$ cat config.mk
export PLATFORM = sky130hd
export DESIGN_NAME = ccr_core_ctrl
export DESIGN_NICKNAME = d
export VERILOG_FILES = /design/src/ccr_pkg.sv /design/src/ccr_core_ctrl.sv
export SDC_FILE = /design/constraint.sdc
export NUM_CORES = 1
export LEC_CHECK = 0
export BUFFER_PORTS_ARGS = -buffer_cell sky130_fd_sc_hd__buf_2
export CAP_MARGIN = 20
export CORE_ASPECT_RATIO = 1.4
export CORE_MARGIN = 2
export CORE_UTILIZATION = 27
export CTS_CLUSTER_DIAMETER = 40
export DETAILED_ROUTE_END_ITERATION = 6
export PLACE_DENSITY = 0.8
export SYNTH_ARGS = -nofsm -noshare
export SYNTH_HDL_FRONTEND = slang
export SYNTH_SLANG_ARGS = --single-unit
$ cat constraint.sdc
create_clock -name pclk -period 1.05 [get_ports pclk]
set_input_delay 0.105 -clock pclk [delete_from_list [all_inputs] [get_ports pclk]]
set_output_delay 0.105 -clock pclk [all_outputs]
set_load 0.01 [all_outputs]
$ cat src/ccr_pkg.sv
// Package for the CPU core control register block.
// Assumes a 32-bit APB slave with one aligned word per register.
package ccr_pkg;
    // ----------------------------------------
    // Register map
    // ----------------------------------------
    localparam logic [11:0] CCR_CORE_CTRL_ADDR  = 12'h000;
    localparam logic [11:0] CCR_PRIO_LEVEL_ADDR = 12'h004;
    localparam int          CCR_REG_WIDTH       = 16;
    // ----------------------------------------
    // Field positions and reset values
    // ----------------------------------------
    localparam int          CCR_PRIO_FLAG_BIT  = 3;
    localparam int          CCR_PSV_BIT        = 2;
    localparam logic        CCR_PSV_RESET      = 1'h0;
    localparam logic [3:0]  CCR_LEVEL_RESET    = 4'h0;
    localparam logic [3:0]  CCR_LEVEL_MAX_USER = 4'h7;
    localparam logic [31:0] CCR_ZERO_WORD      = 32'h0000_0000;
    localparam logic [31:0] CCR_IMPL_MASK      = 32'h0000_000C;
    localparam int          CCR_WORD_WIDTH     = 32;
    localparam int          CCR_LEVEL_WIDTH    = 4;
    localparam int          CCR_LEVEL_MSB      = 3;
    localparam int          CCR_LEVEL_LSB      = 0;
endpackage

$ cat src/ccr_core_ctrl.sv
// CPU core control register with its APB slave port.
// Assumes the interrupt controller supplies the current priority level and honours the gate.
//
// Local design decisions: the APB interface to the registers and the register offsets.
`timescale 1ns/1ps

module ccr_core_ctrl
    import ccr_pkg::*;
(
    // Clock and reset
    input  wire logic        pclk,
    input  wire logic        presetn,
    // APB slave
    input  wire logic        psel,
    input  wire logic        penable,
    input  wire logic        pwrite,
    input  wire logic [11:0] paddr,
    input  wire logic [31:0] pwdata,
    output logic      [31:0] prdata,
    output logic             pready,
    output logic             pslverr,
    // Interrupt controller side
    input  wire logic [3:0]  cpu_priority_level,
    input  wire logic        user_irq_req,
    output logic             user_irq_take,
    output logic             program_space_map_en
);
    // ----------------------------------------
    // Bus decode
    // ----------------------------------------
    logic wr_ccr;
    logic acc_phase;
    logic map_hit;
    assign acc_phase = psel && penable;
    assign map_hit   = (paddr == CCR_CORE_CTRL_ADDR) || (paddr == CCR_PRIO_LEVEL_ADDR);
    assign wr_ccr    = acc_phase && pwrite && (paddr == CCR_CORE_CTRL_ADDR);
    // Zero wait states keep the slave simple
    assign pready    = 1'h1;
    assign pslverr   = acc_phase && !map_hit;

    // ----------------------------------------
    // Registers
    // ----------------------------------------
    logic       program_space_window_enable_q;
    logic       priority_above_seven_flag_q;
    logic [CCR_LEVEL_WIDTH-1:0] level_q;

    // Only bit 2 is writable; all other write bits are dropped
    always_ff @(posedge pclk or negedge presetn) begin
        if (!presetn) begin
            program_space_window_enable_q <= CCR_PSV_RESET;
        end else if (wr_ccr) begin
            program_space_window_enable_q <= pwdata[CCR_PSV_BIT];
        end
    end

    // Flag follows the level only; the bus never writes it, so traps stay unmaskable
    always_ff @(posedge pclk or negedge presetn) begin
        if (!presetn) begin
            priority_above_seven_flag_q <= 1'h0;
            level_q                     <= CCR_LEVEL_RESET;
        end else begin
            priority_above_seven_flag_q <= cpu_priority_level > CCR_LEVEL_MAX_USER;
            level_q                     <= cpu_priority_level;
        end
    end

    assign program_space_map_en = program_space_window_enable_q;
    assign user_irq_take = user_irq_req && !priority_above_seven_flag_q;

    // ----------------------------------------
    // Read data
    // ----------------------------------------
    always_comb begin
        prdata = CCR_ZERO_WORD;
        if (acc_phase && !pwrite && paddr == CCR_CORE_CTRL_ADDR) begin
            prdata[CCR_PRIO_FLAG_BIT] = priority_above_seven_flag_q;
            prdata[CCR_PSV_BIT]       = program_space_window_enable_q;
        end else if (acc_phase && !pwrite && paddr == CCR_PRIO_LEVEL_ADDR) begin
            prdata[CCR_LEVEL_MSB:CCR_LEVEL_LSB] = level_q;
        end
    end

    // ----------------------------------------
    // Assertions
    // ----------------------------------------
    // Check-side decode, kept apart from the datapath decode so that a slip
    // in one cannot hide itself in the other
    logic rd_core;
    logic rd_level;
    logic wr_level;
    logic acc_unmapped;
    assign rd_core      = acc_phase && !pwrite && (paddr == CCR_CORE_CTRL_ADDR);
    assign rd_level     = acc_phase && !pwrite && (paddr == CCR_PRIO_LEVEL_ADDR);
    assign wr_level     = acc_phase && pwrite && (paddr == CCR_PRIO_LEVEL_ADDR);
    assign acc_unmapped = acc_phase && (paddr != CCR_CORE_CTRL_ADDR)
                          && (paddr != CCR_PRIO_LEVEL_ADDR);

    // ----------------------------------------
    // Per-bit reference view of the core word
    // ----------------------------------------
    // Built bit by bit so the read checks do not lean on the read mux
    logic [CCR_WORD_WIDTH-1:0] core_view;
    genvar gi;
    generate
        for (gi = 0; gi < CCR_WORD_WIDTH; gi++) begin : g_view
            if (gi == CCR_PRIO_FLAG_BIT) begin : g_flag
                assign core_view[gi] = priority_above_seven_flag_q;
            end else if (gi == CCR_PSV_BIT) begin : g_psv
                assign core_view[gi] = program_space_window_enable_q;
            end else begin : g_zero
                assign core_view[gi] = 1'h0;
            end
        end
    endgenerate
endmodule // ccr_core_ctrl

==> impl_metrics.env, run 1 <==
export IMPL_crit_chain="buf_2, nor4_4, nand4_1, nor3_1, buf_2"
export IMPL_dr_total_vias=445
export IMPL_skew_ns=0
export IMPL_syn_inst=58
export IMPL_power_frac_seq=0.403
export IMPL_start_kind="input pin"
export IMPL_drv_cap=0
export IMPL_swShare=0.279
export IMPL_area_delta_synth_final_pct=34.8
export IMPL_design_core_area_sq_um=1800
export IMPL_cp_required_ns=0.94
export IMPL_globalplace_congestion=0.657
export IMPL_hold_violations=0
export IMPL_n_fill_cell=183
export IMPL_clk_path_buf_depth=2
export IMPL_internal_power_uw=439
export IMPL_crit_top_cell="buf_2"
export IMPL_slowest_stage="nor4_4"
export IMPL_worst_setup_path_type="input pin to output port"
export IMPL_yosysTopAreaCell="buf_4"
export IMPL_wl_um=1110
export IMPL_port_buffers=29
export IMPL_htreeDepth=1
export IMPL_die_x_um=41.3
export IMPL_die_h_um=56.2
export IMPL_final_nets=151
export IMPL_cts_root_buffer="clkbuf_4"
export IMPL_post_synth_top_area_fraction=0.414
export IMPL_fin_crit_sh=1.11
export IMPL_drt_first_pass_iters=1
export IMPL_wire_per_inst_um=9.62
export IMPL_grt_util_all_layers=0.0983
export IMPL_synth_cell_types=17
export IMPL_num_rows=18
export IMPL_violations="setup timing"
export IMPL_ant_nets=0
export IMPL_dp_final_hpwl_um=830
export IMPL_ys_ff_latch=6
export IMPL_diodes=0
export IMPL_place_ws_ns=-0.204
export IMPL_cts_sink_count=6
export IMPL_ir_worst_vdd_v=0.000559
export IMPL_numCtsBuffers=3
export IMPL_clock_fmax_ghz=0.860
export IMPL_status="finished with violations"
export IMPL_p_leak_uw=0.000413
export IMPL_drive_above_1_share=0.411
export IMPL_p_switching_uw=169
export IMPL_rsz0062_at_grt="true"
export IMPL_syn_area_sq_um=526
export IMPL_min_path_type="input pin to flop"
export IMPL_antenna_found_initial=0
export IMPL_grt_met3_usage=0.0280
export IMPL_start_util=0.292
export IMPL_grt_pass1_wl_um=1420
export IMPL_viasPerCell=3.87
export IMPL_drc=0
export IMPL_cpPeakStageDelay_ns=0.26
export IMPL_grt_max_degree=7
export IMPL_clkTransAtPathRegs_ns=0.04
export IMPL_setup_viol=4
export IMPL_use_met1=0.0788
export IMPL_ys_top_cells_by_area="buf_4, dfrtp_1, nor4_4"
export IMPL_ios=90
export IMPL_syn_avg_cell_area_sq_um=9.06
export IMPL_layout_min_cycle_time_ns=1.16
export IMPL_cp_arrival_ns=1.06
export IMPL_p_comb_frac=0.264
export IMPL_ys_seq_area_frac=0.286
export IMPL_p_per_area_nw_per_um2=859
export IMPL_die_area_sq_um=2320
export IMPL_grt_pass1_vias=380
export IMPL_clk_latency_ns=0.24
export IMPL_layout_setup_ws_ns=-0.113
export IMPL_cp_end_kind="output port"
export IMPL_drt_initial_drc_count=0
export IMPL_drv_slew=0
export IMPL_gr_total_overflow=0
export IMPL_top_usage_layer="met2"
export IMPL_grtUsageMet2=0.170
export IMPL_cts_tree="done"
export IMPL_finalPower_uw=608
export IMPL_yosysWarnings=0
export IMPL_cp_max_fo=4
export IMPL_power_share_clock=0.333
state kept, by name, indices dropped and copies added, names as in the netlist:
name,cells
level_q,4
priority_above_seven_flag_q,1
program_space_map_en,1
cells in the mapped netlist:
master	n
inv_1	3
clkbuf_1	1
dfrtp_1	6
buf_4	29
nor4_2	1
and3b_1	1
conb_1	2
nor4_4	1
a31oi_1	1
nor2b_1	1
mux2_1	1
nand2_1	1
nand4_1	2
mux2i_1	2
and4b_1	1
nor3_1	3
nor2_1	2
cell families (layout without fill, tap and decap cells):
kind of cell,count (synthesis),count (layout),synth area share
AOI/OAI and AO/OA,1,1,0.0119
buffers and inverters,33,43,0.443
DFF,6,6,0.286
muxes,3,3,0.0595
other,2,29,0.0143
and+or+nand+nor,13,13,0.186
critical path, delay by kind of cell:
kind | cells | cell delay (ns)
buffers and inverters | 2 | 0.26
AND/OR/NAND/NOR | 3 | 0.68
power by group through the flow:
stage	Combinational (uW)	Clock, uW	Sequential [uW]
finish	161	203	245
global route	182	225	246
CTS	157	214	245
detailed placement	127	0	249
global placement	125	0	248
floorplan	147	0	248
cell type report:
type,count,area [sq um],area share
multi-input combinational,46,263,0.371
timing repair buffer,37,236,0.334
sequential,6,150,0.212
tap,20,25.0,0.0353
clock buffer,3,22.5,0.0318
inverter,3,11.3,0.0159
per-layer routing:
metal  vias up  routed length (um)
li1        205                   -
met1       192                 328
met3         2                 175
met4         0                  17
met5         -                   0
met2        46                 585
worst paths after layout:
path,startpoint,slack (ns),cells after the start,to
max,paddr[7],-0.11,5,prdata[1]
min,pwdata[2],0.08,2,program_space_map_en
max reg2reg,program_space_map_en,0.25,1,program_space_map_en
min reg2reg,program_space_map_en,0.53,1,program_space_map_en
max in group asynchronous,presetn,0.70,2,priority_above_seven_flag_q
min in group asynchronous,presetn,0.21,2,program_space_map_en
cell usage in the layout (no fill, tap or decap), types with 3 or more instances in the layout:
master,count
conb_1,29
buf_2,26
dfrtp_1,6
dlygate4sd3_1,5
inv_1,3
clkbuf_4,3
buf_6,3
buf_4,3
repair_timing:
item,CTS,global route
setup endpoints to repair,4,4
pin swaps,6,6
hold buffers,5,0
resized for setup,5,1
hold endpoints to repair,11,0
buffers inserted,2,0
through the flow:
stage	instance area [sq um]	setup TNS [ns]	std cells	util	hold WS, ns
after floorplan	627	0	85	-	-0.191
after CTS	703	-0.403	115	0.390	0.0799
after detailed placement	583	-0.864	105	0.324	-0.0669
final	708	-0.329	115	0.393	0.0821
after global placement	583	-0.857	105	0.324	-0.0720
after global routing	708	-0.860	115	0.393	0.0789
No activity file was read; power rests on OpenSTA's default activity.
==> run 2, diff against run 1 <==
- CELL_PAD_IN_SITES_DETAIL_PLACEMENT: unset -> 0
- CELL_PAD_IN_SITES_GLOBAL_PLACEMENT: unset -> 1
- CORE_UTILIZATION: 27 -> 15
- PLACE_DENSITY: 0.8 -> unset
- PLACE_DENSITY_LB_ADDON: unset -> 0.1
==> run 2 against run 1 <==
Compared with the run above:
- the run still ends with setup timing left
- largest power group is now clock
- first-iteration DRC count grew 1
- clock power rose by 66%
- sequential power about the same
- worst setup slack worse by 0.021 ns
- non-clock buffer count up 1
- clock-buffer cell count is the same
==> impl_metrics.env, run 2 (synthesis gave the netlist of run 1 again) <==
export IMPL_p_switching_uw=186
export IMPL_area_delta_synth_final_pct=45.7
export IMPL_clk_path_buf_depth=2
export IMPL_worst_setup_path_type="input pin to output port"
export IMPL_grt_pass1_wl_um=1550
export IMPL_cp_required_ns=0.94
export IMPL_drive_above_1_share=0.417
export IMPL_holdPathEnd="program_space_map_en"
export IMPL_reg2reg_depth=1
export IMPL_ir_worst_vdd_v=0.000597
export IMPL_drt_first_pass_iters=2
export IMPL_p_comb_frac=0.220
export IMPL_numCtsBuffers=3
export IMPL_clk_latency_ns=0.22
export IMPL_drc=0
export IMPL_htreeDepth=1
export IMPL_cp_arrival_ns=1.08
export IMPL_rsz0062_at_grt="true"
export IMPL_cts_tree="done"
export IMPL_hold_violations=0
export IMPL_diodes=0
export IMPL_crit_reg2reg_launch="program_space_map_en"
export IMPL_min_path_type="input pin to flop"
export IMPL_grt_pass1_vias=403
export IMPL_port_buffers=29
export IMPL_clkTransAtPathRegs_ns=0.03
export IMPL_clock_fmax_ghz=0.845
export IMPL_place_inst=128
export IMPL_final_cells=136
export IMPL_hold_path_depth=2
export IMPL_cp_end_kind="output port"
export IMPL_layout_setup_ws_ns=-0.133
export IMPL_layout_min_cycle_time_ns=1.18
export IMPL_gr_total_overflow=0
export IMPL_regToRegSetupSlack_ns=0.26
export IMPL_largest_reg_flops=4
export IMPL_final_cell_mix="conb_1, buf_2, dfrtp_1"
export IMPL_globalplace_congestion=0.626
export IMPL_post_route_cell_area_sq_um=766
export IMPL_placed_area_sq_um=631
export IMPL_die_h_um=74.0
export IMPL_dr_total_vias=430
export IMPL_num_rows=25
export IMPL_power_share_clock=0.451
export IMPL_worstReg2RegEnd="program_space_map_en"
export IMPL_p_per_area_nw_per_um2=974
export IMPL_drv_slew=0
export IMPL_internal_power_uw=560
export IMPL_die_x_um=54.0
export IMPL_layout_commonest_cell="conb_1"
export IMPL_final_util=0.227
export IMPL_largest_register="level_q"
export IMPL_fin_crit_sh=1.13
export IMPL_status="finished with violations"
export IMPL_cts_sink_count=6
export IMPL_ant_nets=0
export IMPL_cts_root_buffer="clkbuf_8"
export IMPL_fin_tns_setup_ns=-0.383
export IMPL_design_core_area_sq_um=3380
export IMPL_violations="setup timing"
export IMPL_dp_final_hpwl_um=1020
export IMPL_ios=90
export IMPL_setup_viol=4
export IMPL_final_nets=152
export IMPL_cp_max_fo=4
export IMPL_grt_max_degree=7
export IMPL_cts_setup_buffers=0
export IMPL_wl_um=1180
export IMPL_start_kind="input pin"
export IMPL_antenna_found_initial=0
export IMPL_skew_ns=0
export IMPL_whs_ns=0.0995
export IMPL_swShare=0.249
export IMPL_grt_util_all_layers=0.0556
export IMPL_p_leak_uw=0.000429
export IMPL_wire_per_inst_um=8.64
export IMPL_n_fill_cell=380
export IMPL_die_area_sq_um=4000
export IMPL_drv_cap=0
export IMPL_power_frac_seq=0.329
export IMPL_start_util=0.156
export IMPL_hp_start="pwdata[2]"
export IMPL_viasPerCell=3.16
export IMPL_drt_initial_drc_count=1
run 2: power by group through the flow:
stage | Clock, uW | Combinational, uW | Sequential, uW
2_1_floorplan | 0 | 147 | 248
5_1_grt | 371 | 184 | 246
4_1_cts | 349 | 161 | 245
3_3_place_gp | 0 | 133 | 248
3_5_place_dp | 0 | 134 | 248
6_report | 336 | 164 | 245
run 2: worst max-delay path, cell delays in order:
cell and delay [ns]:
buf_6 0.10, nor4_4 0.29, nand4_1 0.24, nor3_1 0.19
buf_2 0.16
run 2: timing repair:
action | in CTS | in global routing
resized for setup | 6 | 1
hold endpoints to repair | 10 | 0
hold buffers | 5 | 0
endpoints found under the setup margin | 6 | 4
pin swaps | 1 | 2
run 2: stage by stage:
step | power, uW | setup slack [ns]
floorplan | 394 | 0.0340
global placement | 382 | -0.227
detailed placement | 382 | -0.234
CTS | 755 | -0.175
global route | 801 | -0.262
finish | 746 | -0.133
run 2: layout make-up:
class / instances / area, sq um / area share
clock buffers: 3 / 41.3 / 0.0539
inverters: 3 / 11.3 / 0.0147
repair buffers: 38 / 250 / 0.327
flip-flops and latches: 6 / 150 / 0.196
well taps: 40 / 50.0 / 0.0654
multi-input cells: 46 / 263 / 0.343
run 2: worst max-delay path by stage:
stage / depth (start not counted) / slack (ns) / endpoint / start
6_report: 5 / -0.13 / prdata[1] / paddr[5]
5_1_grt: 5 / -0.26 / prdata[1] / paddr[4]
4_1_cts: 5 / -0.17 / prdata[1] / paddr[5]
3_5_place_dp: 5 / -0.23 / program_space_map_en / paddr[5]
3_3_place_gp: 5 / -0.23 / prdata[0] / paddr[5]
2_1_floorplan: 3 / 0.03 / prdata[0] / paddr[5]
run 2: routing by layer:
layer | routed length (um) | track usage | part of all wire | up-vias
met2 | 571 | 0.0949 | 0.49 | 41
met3 | 160 | 0.0141 | 0.14 | 4
met4 | 34 | 0.0500 | 0.029 | 0
met1 | 409 | 0.0529 | 0.35 | 180
li1 | - | - | - | 205
met5 | 0 | 0 | 0 | -
==> run 3, diff against run 2 <==
- SETUP_SLACK_MARGIN: unset -> 0.15
==> run 3 against run 2 <==
Compared with the run above:
- the run still ends with setup timing left
- sequential power hardly changed
- non-clock buffer count grew 1
- sequential share of layout area decreased by 0.92 points
- design area increased by 4.9%
- sequential cell count stayed put
- clock skew unchanged
- worst setup slack improved by 0.056 ns
==> impl_metrics.env, run 3 (synthesis gave the netlist of run 1 again) <==
export IMPL_n_fill_cell=374
export IMPL_cp_arrival_ns=1.02
export IMPL_min_path_type="input pin to flop"
export IMPL_start_kind="input pin"
export IMPL_clk_latency_ns=0.22
export IMPL_cp_max_fo=4
export IMPL_grt_pass1_vias=436
export IMPL_largest_register="level_q"
export IMPL_design_core_area_sq_um=3380
export IMPL_numCtsBuffers=3
export IMPL_wl_um=1100
export IMPL_status="finished with violations"
export IMPL_violations="setup timing"
export IMPL_clkTransAtPathRegs_ns=0.04
export IMPL_cts_sink_count=6
export IMPL_drv_slew=0
export IMPL_skew_ns=0
export IMPL_die_x_um=54.0
export IMPL_dp_final_hpwl_um=996
export IMPL_grt_util_all_layers=0.0593
export IMPL_worst_setup_path_type="input pin to output port"
export IMPL_wire_per_inst_um=8.06
export IMPL_ant_nets=0
export IMPL_port_buffers=29
export IMPL_hold_violations=0
export IMPL_drt_initial_drc_count=1
export IMPL_cp_end_kind="output port"
export IMPL_largest_reg_flops=4
export IMPL_clock_fmax_ghz=0.887
export IMPL_viasPerCell=3.18
export IMPL_htreeDepth=1
export IMPL_crit_chain="buf_2, nor4_4, nand4_1, buf_6, nor3_2, buf_2"
export IMPL_grt_pass1_wl_um=1700
export IMPL_slowest_stage="nor4_4"
export IMPL_rsz0062_at_grt="true"
export IMPL_start_util=0.156
export IMPL_p_per_area_nw_per_um2=930
export IMPL_ios=90
export IMPL_antenna_found_initial=0
export IMPL_ir_worst_vdd_v=0.000659
export IMPL_dr_total_vias=435
export IMPL_die_area_sq_um=4000
export IMPL_layout_min_cycle_time_ns=1.13
export IMPL_drv_cap=0
export IMPL_cts_root_buffer="clkbuf_8"
export IMPL_cp_required_ns=0.94
export IMPL_p_leak_uw=0.000436
export IMPL_final_nets=153
export IMPL_area_delta_synth_final_pct=52.9
export IMPL_layout_setup_ws_ns=-0.0775
export IMPL_grt_max_degree=7
export IMPL_drc=0
export IMPL_setup_viol=4
export IMPL_drt_first_pass_iters=4
export IMPL_final_cell_mix="conb_1, buf_2, buf_6, dfrtp_1, buf_4"
export IMPL_crit_top_cell="buf_2"
export IMPL_cpPeakStageDelay_ns=0.26
export IMPL_clk_path_buf_depth=2
export IMPL_whs_ns=0.00237
export IMPL_diodes=0
export IMPL_die_h_um=74.0
export IMPL_layout_commonest_cell="conb_1"
export IMPL_drive_above_1_share=0.485
export IMPL_globalplace_congestion=0.624
export IMPL_fin_crit_sh=1.07
export IMPL_cts_tree="done"
export IMPL_gr_total_overflow=0
export IMPL_num_rows=25
export IMPL_fin_tns_setup_ns=-0.275
run 3: power breakdown:
part	total (uW)	leakage (uW)	internal (uW)	switching [uW]
Combinational	163	0.000342	68.9	94.0
Sequential	246	0.0000722	243	3.43
Clock	338	0.0000216	246	92.3
run 3: per-layer routing:
layer | vias to the layer above | GRT usage | routed length [um]
met5 | - | 0 | 0
met4 | 0 | 0.0333 | 15
met3 | 2 | 0.0161 | 130
met2 | 38 | 0.108 | 594
met1 | 188 | 0.0580 | 364
li1 | 207 | - | -
run 3: worst max-delay path, delay by kind of cell:
| family | cells | cell delay, ns |
|---|---|---|
| AND/OR/NAND/NOR | 3 | 0.49 |
| buffers and inverters | 3 | 0.42 |
run 3: area by class of cell:
type | instances | area [sq um] | area share
well taps | 40 | 50.0 | 0.0623
multi-input cells | 46 | 285 | 0.355
clock buffers | 3 | 41.3 | 0.0514
repair buffers | 39 | 265 | 0.330
flip-flops and latches | 6 | 150 | 0.187
inverters | 3 | 11.3 | 0.0140
run 3: through the flow:
stage | setup slack [ns] | util | std cells | total power, uW | area [sq um]
3_5_place_dp | -0.160 | 0.190 | 127 | 385 | 642
5_1_grt | -0.160 | 0.238 | 137 | 798 | 803
3_3_place_gp | -0.166 | 0.190 | 127 | 383 | 642
4_1_cts | -0.120 | 0.236 | 137 | 757 | 798
6_report | -0.0775 | 0.238 | 137 | 747 | 803
2_1_floorplan | 0.102 | - | 85 | 397 | 646
run 3: repair_timing:
action,in CTS,in global routing
setup buffers,3,0
endpoints found under the setup margin,7,8
gates resized for setup,11,1
gates cloned,0,0
hold endpoints to repair,9,0
hold buffers,4,0
pin swaps,4,1
run 3: final timing paths:
path	depth (start not counted)	startpoint	end	slack, ns
max in group asynchronous	2	presetn	level_q[0]	0.67
hold reg to reg	2	program_space_map_en	program_space_map_en	0.64
hold / removal	1	cpu_priority_level[3]	level_q[3]	0.002
setup / recovery	6	paddr[9]	prdata[0]	-0.08
setup reg to reg	2	program_space_map_en	program_space_map_en	0.16
min in group asynchronous	2	presetn	level_q[3]	0.23
